`config.mk`:
```
export PLATFORM = sky130hd
export DESIGN_NAME = lcr_regs
export DESIGN_NICKNAME = d
export VERILOG_FILES = /design/src/hdl/lcr_pkg.sv /design/src/hdl/lcr_regs.sv
export SDC_FILE = /design/constraint.sdc
export NUM_CORES = 1
export LEC_CHECK = 0
export ABC_AREA = 1
export BUFFER_PORTS_ARGS = -buffer_cell sky130_fd_sc_hd__buf_2
export CAP_MARGIN = 20
export CORE_ASPECT_RATIO = 0.6
export CORE_MARGIN = 1.5
export CORE_UTILIZATION = 44
export CTS_CLUSTER_SIZE = 10
export DETAILED_ROUTE_END_ITERATION = 6
export PLACE_DENSITY = 0.65
export SLEW_MARGIN = 20
export SYNTH_ARGS = -nofsm -noshare
export SYNTH_HDL_FRONTEND = slang
export SYNTH_SLANG_ARGS = --single-unit
```
`constraint.sdc`:
```
create_clock -name sys_clk_i -period 5.9 [get_ports sys_clk_i]
set_input_delay 1.18 -clock sys_clk_i [delete_from_list [all_inputs] [get_ports sys_clk_i]]
set_output_delay 1.18 -clock sys_clk_i [all_outputs]
set_load 0.03 [all_outputs]
```
`src/hdl/lcr_pkg.sv`:
```
// constants for the regulator-seven and charger register bank
// assumes an 8-bit register port with 8-bit offsets
package lcr_pkg;

  // ----------------------------------------------------------------
  // widths
  // ----------------------------------------------------------------
  localparam int unsigned ADDR_W = 8;
  localparam int unsigned DATA_W = 8;
  localparam int unsigned SYNC_N = 7;
  localparam int unsigned GRP_N = 4;

  // ----------------------------------------------------------------
  // offsets
  // ----------------------------------------------------------------
  localparam logic [7:0] OFS_LDO6_CTRL = 8'h61;
  localparam logic [7:0] OFS_LDO7_VSEL = 8'h64;
  localparam logic [7:0] OFS_LDO7_CTRL = 8'h65;
  localparam logic [7:0] OFS_CHG_RSVD = 8'h70;
  localparam logic [7:0] OFS_CHG_CFG = 8'h71;
  localparam logic [7:0] OFS_CHG_STAT = 8'h78;
  localparam logic [7:0] OFS_CHG_IRQEN = 8'h79;

  // ----------------------------------------------------------------
  // ldo7 control fields
  // ----------------------------------------------------------------
  localparam int unsigned VSEL_LSB = 0;
  localparam int unsigned VSEL_W = 6;
  localparam int unsigned CTL_ON = 7;
  localparam int unsigned CTL_DRAIN = 6;
  localparam int unsigned CTL_LOWQ = 5;
  localparam int unsigned CTL_DLY_LSB = 2;
  localparam int unsigned CTL_DLY_W = 3;
  localparam int unsigned CTL_FLT = 1;
  localparam int unsigned CTL_PGOOD = 0;

  // ----------------------------------------------------------------
  // charger config fields
  // ----------------------------------------------------------------
  localparam int unsigned CFG_SUSP = 7;
  localparam int unsigned CFG_TOT_LSB = 4;
  localparam int unsigned CFG_PRE_LSB = 2;
  localparam int unsigned CFG_OVP_LSB = 0;
  localparam int unsigned SEL_W = 2;

  // ----------------------------------------------------------------
  // charger status and enable fields
  // ----------------------------------------------------------------
  localparam int unsigned ST_GRP_LSB = 4;
  localparam int unsigned ST_TIMER = 3;
  localparam int unsigned ST_TEMP = 2;
  localparam int unsigned ST_INPUT = 1;
  localparam int unsigned ST_EOC = 0;
  localparam int unsigned EN_TOT = 7;
  localparam int unsigned EN_TEMP_IN = 6;
  localparam int unsigned EN_IN_VALID = 5;
  localparam int unsigned EN_EOC_IN = 4;
  localparam int unsigned EN_PRE = 3;
  localparam int unsigned EN_TEMP_OUT = 2;
  localparam int unsigned EN_IN_LOST = 1;
  localparam int unsigned EN_EOC_OUT = 0;

  // group index inside the four pending flags
  localparam int unsigned G_EOC = 0;
  localparam int unsigned G_INPUT = 1;
  localparam int unsigned G_TEMP = 2;
  localparam int unsigned G_TIMER = 3;

  // synchroniser lane index
  localparam int unsigned S_PG6 = 0;
  localparam int unsigned S_PG7 = 1;
  localparam int unsigned S_FLT7 = 2;
  localparam int unsigned S_PRE = 3;
  localparam int unsigned S_TOT = 4;
  localparam int unsigned S_TEMP = 5;
  localparam int unsigned S_EOC = 6;

  // ----------------------------------------------------------------
  // reset values
  // ----------------------------------------------------------------
  localparam logic [7:0] RST_BYTE = 8'h00;
  localparam logic [7:0] READ_ZERO = 8'h00;

endpackage : lcr_pkg

```
`src/hdl/lcr_regs.sv`:
```
// register bank for linear regulator seven, the regulator-six good flag
// and the battery charger unit configuration and interrupt status
// assumes a plain register port on sys_clk_i; analog flags arrive unsynchronised
`timescale 1ns/1ps

module lcr_regs (
  // clock and reset
  input wire logic sys_clk_i,
  input wire logic rstn_i,
  // register port
  input wire logic [lcr_pkg::ADDR_W-1:0] reg_addr_i,
  input wire logic [lcr_pkg::DATA_W-1:0] reg_wdata_i,
  input wire logic reg_wr_i,
  input wire logic reg_rd_i,
  output logic [lcr_pkg::DATA_W-1:0] reg_rdata_o,
  // analog status, asynchronous
  input wire logic ldo6_pgood_i,
  input wire logic ldo7_pgood_i,
  input wire logic ldo7_fault_i,
  input wire logic precharge_timeout_i,
  input wire logic total_timeout_i,
  input wire logic battery_temp_ok_i,
  input wire logic charger_supply_valid_i,
  input wire logic charge_done_i,
  // regulator seven controls
  output logic [lcr_pkg::VSEL_W-1:0] output_voltage_code_o,
  output logic ldo7_enable_o,
  output logic output_drain_enable_o,
  output logic low_quiescent_mode_o,
  output logic [lcr_pkg::CTL_DLY_W-1:0] ldo7_turn_on_delay_o,
  // charger controls
  output logic charge_suspend_o,
  output logic [lcr_pkg::SEL_W-1:0] total_timeout_sel_o,
  output logic [lcr_pkg::SEL_W-1:0] precondition_timeout_sel_o,
  output logic [lcr_pkg::SEL_W-1:0] input_overvoltage_threshold_sel_o,
  // interrupt request, active high level
  output logic irq_o
);

  // ----------------------------------------------------------------
  // state
  // ----------------------------------------------------------------
  typedef struct packed {
    logic [lcr_pkg::SYNC_N-1:0] sy1;
    logic [lcr_pkg::SYNC_N-1:0] sy2;
    logic [lcr_pkg::SYNC_N-1:0] sy3;
    logic in1;
    logic in2;
    logic in3;
    logic [7:0] vsel;
    logic [7:0] ctl;
    logic [7:0] rsvd;
    logic [7:0] cfg;
    logic [lcr_pkg::GRP_N-1:0] arm;
    logic [lcr_pkg::GRP_N-1:0] pend;
    logic [7:0] irqen;
    logic [7:0] rdata;
    logic irq;
  } lcr_state_s;

  lcr_state_s st;
  lcr_state_s next_st;
  logic rst_m;
  logic rst_n;
  logic [lcr_pkg::SYNC_N-1:0] raw;

  // ----------------------------------------------------------------
  // reset release
  // ----------------------------------------------------------------
  always_ff @(posedge sys_clk_i or negedge rstn_i) begin
    if (!rstn_i) begin
      rst_m <= 1'b0;
      rst_n <= 1'b0;
    end else begin
      rst_m <= 1'b1;
      rst_n <= rst_m;
    end
  end

  assign raw = {charge_done_i, battery_temp_ok_i, total_timeout_i, precharge_timeout_i,
                ldo7_fault_i, ldo7_pgood_i, ldo6_pgood_i};

  // ----------------------------------------------------------------
  // next state
  // ----------------------------------------------------------------
  always_comb begin
    logic valid;
    logic tmo;
    logic [lcr_pkg::GRP_N-1:0] ev;
    logic [7:0] stat;
    logic hit_stat_rd;
    valid = 1'b0;
    tmo = 1'b0;
    ev = '0;
    stat = lcr_pkg::READ_ZERO;
    hit_stat_rd = 1'b0;
    next_st = st;

    // two-stage synchronisers, third stage for edges
    next_st.sy1 = raw;
    next_st.sy2 = st.sy1;
    next_st.sy3 = st.sy2;
    next_st.in1 = charger_supply_valid_i;
    next_st.in2 = st.in1;
    next_st.in3 = st.in2;

    // timer, temperature and end-of-charge events count only while input is valid
    valid = st.in2;
    tmo = st.sy2[lcr_pkg::S_PRE] | st.sy2[lcr_pkg::S_TOT];

    ev[lcr_pkg::G_TIMER] = valid &
      ((st.irqen[lcr_pkg::EN_PRE] & st.sy2[lcr_pkg::S_PRE] & ~st.sy3[lcr_pkg::S_PRE]) |
       (st.irqen[lcr_pkg::EN_TOT] & st.sy2[lcr_pkg::S_TOT] & ~st.sy3[lcr_pkg::S_TOT]));
    ev[lcr_pkg::G_TEMP] = valid &
      ((st.irqen[lcr_pkg::EN_TEMP_IN] & st.sy2[lcr_pkg::S_TEMP] & ~st.sy3[lcr_pkg::S_TEMP]) |
       (st.irqen[lcr_pkg::EN_TEMP_OUT] & ~st.sy2[lcr_pkg::S_TEMP] & st.sy3[lcr_pkg::S_TEMP]));
    ev[lcr_pkg::G_INPUT] =
      (st.irqen[lcr_pkg::EN_IN_VALID] & st.in2 & ~st.in3) |
      (st.irqen[lcr_pkg::EN_IN_LOST] & ~st.in2 & st.in3);
    ev[lcr_pkg::G_EOC] = valid &
      ((st.irqen[lcr_pkg::EN_EOC_IN] & st.sy2[lcr_pkg::S_EOC] & ~st.sy3[lcr_pkg::S_EOC]) |
       (st.irqen[lcr_pkg::EN_EOC_OUT] & ~st.sy2[lcr_pkg::S_EOC] & st.sy3[lcr_pkg::S_EOC]));

    // status byte view
    stat[lcr_pkg::ST_GRP_LSB +: lcr_pkg::GRP_N] = st.pend;
    stat[lcr_pkg::ST_TIMER] = valid & tmo;
    stat[lcr_pkg::ST_TEMP] = valid & st.sy2[lcr_pkg::S_TEMP];
    stat[lcr_pkg::ST_INPUT] = st.in2;
    stat[lcr_pkg::ST_EOC] = valid & st.sy2[lcr_pkg::S_EOC];

    // register writes
    if (reg_wr_i) begin
      case (reg_addr_i)
        lcr_pkg::OFS_LDO7_VSEL: begin
          next_st.vsel = {2'b00, reg_wdata_i[lcr_pkg::VSEL_LSB +: lcr_pkg::VSEL_W]};
        end
        lcr_pkg::OFS_LDO7_CTRL: begin
          next_st.ctl = {reg_wdata_i[7:1], 1'b0};
        end
        lcr_pkg::OFS_CHG_RSVD: begin
          next_st.rsvd = reg_wdata_i;
        end
        lcr_pkg::OFS_CHG_CFG: begin
          next_st.cfg = reg_wdata_i;
        end
        lcr_pkg::OFS_CHG_STAT: begin
          next_st.arm = reg_wdata_i[lcr_pkg::ST_GRP_LSB +: lcr_pkg::GRP_N];
        end
        lcr_pkg::OFS_CHG_IRQEN: begin
          next_st.irqen = reg_wdata_i;
        end
        default: begin
        end
      endcase
    end

    // register reads, data in the following cycle
    next_st.rdata = lcr_pkg::READ_ZERO;
    if (reg_rd_i) begin
      case (reg_addr_i)
        lcr_pkg::OFS_LDO6_CTRL: begin
          next_st.rdata[lcr_pkg::CTL_PGOOD] = st.sy2[lcr_pkg::S_PG6];
        end
        lcr_pkg::OFS_LDO7_VSEL: begin
          next_st.rdata = st.vsel;
        end
        lcr_pkg::OFS_LDO7_CTRL: begin
          next_st.rdata = {st.ctl[7:1], st.sy2[lcr_pkg::S_PG7]};
        end
        lcr_pkg::OFS_CHG_RSVD: begin
          next_st.rdata = st.rsvd;
        end
        lcr_pkg::OFS_CHG_CFG: begin
          next_st.rdata = st.cfg;
        end
        lcr_pkg::OFS_CHG_STAT: begin
          next_st.rdata = stat;
          hit_stat_rd = 1'b1;
        end
        lcr_pkg::OFS_CHG_IRQEN: begin
          next_st.rdata = st.irqen;
        end
        default: begin
          next_st.rdata = lcr_pkg::READ_ZERO;
        end
      endcase
    end

    // pending flags clear on status read, a new event wins
    if (hit_stat_rd) begin
      next_st.pend = '0;
    end
    next_st.pend = next_st.pend | (ev & st.arm);

    next_st.irq = (|st.pend) |
                  (st.ctl[lcr_pkg::CTL_FLT] & st.sy2[lcr_pkg::S_FLT7]);
  end

  // ----------------------------------------------------------------
  // state register
  // ----------------------------------------------------------------
  always_ff @(posedge sys_clk_i or negedge rst_n) begin
    if (!rst_n) begin
      st <= '0;
    end else begin
      st <= next_st;
    end
  end

  // ----------------------------------------------------------------
  // outputs
  // ----------------------------------------------------------------
  assign reg_rdata_o = st.rdata;
  assign output_voltage_code_o = st.vsel[lcr_pkg::VSEL_LSB +: lcr_pkg::VSEL_W];
  assign ldo7_enable_o = st.ctl[lcr_pkg::CTL_ON];
  assign output_drain_enable_o = st.ctl[lcr_pkg::CTL_DRAIN];
  assign low_quiescent_mode_o = st.ctl[lcr_pkg::CTL_LOWQ];
  assign ldo7_turn_on_delay_o = st.ctl[lcr_pkg::CTL_DLY_LSB +: lcr_pkg::CTL_DLY_W];
  assign charge_suspend_o = st.cfg[lcr_pkg::CFG_SUSP];
  assign total_timeout_sel_o = st.cfg[lcr_pkg::CFG_TOT_LSB +: lcr_pkg::SEL_W];
  assign precondition_timeout_sel_o = st.cfg[lcr_pkg::CFG_PRE_LSB +: lcr_pkg::SEL_W];
  assign input_overvoltage_threshold_sel_o = st.cfg[lcr_pkg::CFG_OVP_LSB +: lcr_pkg::SEL_W];
  assign irq_o = st.irq;

endmodule : lcr_regs

```
==> metrics.csv <==
stage,metric,value,unit
logic_synthesis,synth_largest_area_cell,dfrtp_1,
floorplanning,die_area,0.008765,mm²
route,wl,7.446,mm
placement,gp_congestion,0.8066,
clock_network,numCtsBuffers,9,
pwr,internal_power,930.3,µW
setup_path,cp_slowest_stage_delay,0.39,ns
logic_synthesis,synthesis.area,0.003606,mm²
cells_and_area,multi_input_area,0.001262,mm²
placement,hpwl,5.455,mm
pwr,p_leak,2.068,nW
sta,tns,0,ns
cells_and_area,final_layout_size_suffix_gt1_frac,0.2864,
sta,max_slew_margin,0.3695,
floorplanning,start_util,0.4557,
global_route,grt_pass1_wl,11.93,mm
floorplanning,io_pins,56,
cells_and_area,seqCellArea,0.001928,mm²
route,drt-initial-drc-count,140,
route,vias_per_cell,4.846,
route,drtPass1Iterations,4,
global_route,grt_max_degree,76,
route,vias,2486,
placement,place_inst,497,
setup_path,path_cells,buf_2 > inv_2 > nand2_2 > nor2_8 > nand2_2 > nor2_4 > nand2_4 > nand2_1 > o21ai_2,
setup_path,cpMaxStageDelayCell,nor2_8,
logic_synthesis,yosysTopAreaCellShare,0.5344,
setup_path,cpMostUsedCell,nand2_2,
pwr,cellPowerDensity,305.7,mW/mm²
run_status,status,"complete, no violations",
clock_network,cts.sinks,77,
sta,fmax,452.7,MHz
logic_synthesis,seq_area_frac_synth,0.5344,
floorplanning,die_x,119.9,µm
cells_and_area,fillers,747,
route,wl_met1,3.878,mm
pwr,vdd.ir_drop.worst,0.0001744,V
pwr,p_seq_frac,0.469,
global_route,grt_pass1_vias,2335,
cells_and_area,num-nets-final,428,
logic_synthesis,ys_seq_elements,77,
sta,worstMarginPinSlew,0.9457,ns
clock_network,clk_pin_slew,0.06,ns
pwr,p_switching,306.3,µW
floorplanning,row_count,25,
floorplanning,die_h,73.13,µm
clock_network,cts_resized,0,
setup_path,crit_fanout,32,
setup_path,worstSetupStartpointType,input port,
clock_network,cts_setup_buffers,0,
clock_network,htree_levels,3,
clock_network,cts_hold_buf,0,
logic_synthesis,synthTopCellsByCount,"dfrtp_1 (77), nand2_1 (65), nand3_1 (41), inv_1 (29), buf_4 (25)",
setup_path,path_class,input port to flip-flop,
pwr,p_total,1.237,mW
logic_synthesis,synth_area_leaders,"dfrtp_1 (53%), nand2_1 (6.8%), nand3_1 (5.7%)",
clock_network,cts_root_buf,clkbuf_16,
placement,portBuffers,55,
setup_path,critPathArrivalTime,2.43,ns
floorplanning,core_area,0.007914,mm²
placement,placed_area,0.003744,mm²
clock_network,cts_max_path_buffers,2,
logic_synthesis,postSynthCellCount,367,
route,dr_wl_met2,3.044,mm
sta,period_needed,2.209,ns
cells_and_area,syn2layout_area_growth,12.18,%
setup_path,cp-end-kind,flip-flop,
run,maxCapViolCount,0,
worst_hold_path,min_path_type,flip-flop to flip-flop,
route,routed.top_layer,met4,
logic_synthesis,ys_warn_count,0,
sta,fin_crit_sh,0.3744,
logic_synthesis,synth_edf_count,0,
sta,finalHoldViolations,0,
global_route,gr-total-overflow,0,
route,ant_nets,0,
cells_and_area,fin_util,0.5111,
sta,setup_violations,0,
cells_and_area,design_area,0.004045,mm²
global_route,grt_usage,0.1855,
sta,skew,0.004866,ns
logic_synthesis,ys_types,26,
setup_path,crit_required,6.12,ns
sta,slew_viol_final,0,
clock_network,clk_latency,0.34,ns
cells_and_area,diodes,0,
global_route,antenna_found_initial,0,
cells_and_area,final_cells,513,
pwr,combPwrFrac,0.088,
route,wl_met3,444,µm
clock_network,cts_tree,done,
pwr,clkPwrFrac,0.443,
logic_synthesis,syn_avg_cell_area,9.825,µm²
logic_synthesis,synth.most_common_cell,dfrtp_1,
logic_synthesis,synth_ff_type,dfrtp_1,
logic_synthesis,postSynth.asyncResetShare,1.000,
route,wire_per_inst,14.51,µm
logic_synthesis,syn-num-nets,395,
pwr,swShare,0.2477,
route,drc_errors,0,
sta,rsz0062_at_grt,false,
-- sequential cells by signal, summed over array words and instances (netlist names) --
signal                             flops
low_quiescent_mode_o                   1
ldo7_turn_on_delay_o                   3
ldo7_enable_o                          1
output_drain_enable_o                  1
charge_suspend_o                       1
rst_n                                  1
total_timeout_sel_o                    2
irq_o                                  1
st                                    31
rst_m                                  1
output_voltage_code_o                  6
reg_rdata_o                            8
input_overvoltage_threshold_sel_o      2
next_st                               16
precondition_timeout_sel_o             2
-- cells by family (layout without fill, tap and decap cells) --
group,Yosys count,count (layout),share of synthesized area
and+or+nand+nor,154,154,0.2325
DFF,77,77,0.5344
buffers and inverters,70,108,0.1155
AOI/OAI and AO/OA,65,65,0.1166
other,1,1,0.001040
-- worst max-delay path: cells and delay by family --
kind            cells  cell delay [ns]
simple gates        6             1.04
buf+inv             2             0.14
compound gates      1             0.05
-- path summary, 6_finish.rpt --
kind	startpoint	endpoint	slack (ns)	cells after the start
max	reg_addr_i[7]	st[13]	3.69	9
min	next_st[73]	next_st[66]	0.35	0
max reg2reg	next_st[57]	reg_rdata_o[3]	4.68	6
min reg2reg	next_st[73]	next_st[66]	0.35	0
max in group asynchronous	rst_n	ldo7_turn_on_delay_o[2]	4.79	1
min in group asynchronous	rst_n	next_st[72]	0.48	1
-- routing by layer --
layer	global-route usage	vias up
met5	0	-
li1	-	1225
met4	0.05952	0
met2	0.2471	54
met3	0.07344	8
met1	0.2734	1199
-- through the flow --
step	setup slack, ns	hold slack (ns)
after floorplan	3.597	0.3312
after global placement	3.374	0.3337
after detailed placement	3.331	0.3347
after CTS	3.700	0.3482
after global routing	3.590	0.3534
final	3.691	0.3461
-- layout by cell type, fill, tap and decap left out, types with 2 or more instances in the layout --
master,count
dfrtp_1,76
nand2_1,65
buf_2,55
nand3_1,41
inv_1,29
o21a_1,23
nor2_1,18
o21ai_0,11
nand2_2,10
o21ai_1,10
a21oi_1,9
clkbuf_16,9
o21ai_2,8
inv_2,7
nand2_4,6
nor2_8,6
nor2_4,4
clkinvlp_4,3
nor2_2,2
o22ai_1,2
clkinv_2,2
-- final cells by class --
| cell class | instances | area share |
|---|---|---|
| tap | 108 | 0.03341 |
| clock inverter | 6 | 0.01547 |
| multi-input combinational | 220 | 0.3121 |
| timing repair buffer | 56 | 0.06990 |
| inverter | 36 | 0.03341 |
| clock buffer | 10 | 0.05908 |
| sequential | 77 | 0.4766 |
-- power by group through the flow --
stage          Sequential (mW)  Combinational [mW]  Clock (mW)
3_3_place_gp             0.588               0.108           0
2_1_floorplan            0.594              0.0781           0
4_1_cts                  0.580               0.111       0.566
3_5_place_dp             0.589               0.110           0
5_1_grt                  0.584               0.119       0.585
6_report                 0.580               0.109       0.548
Note: power is estimated with default switching activity, not from simulation.
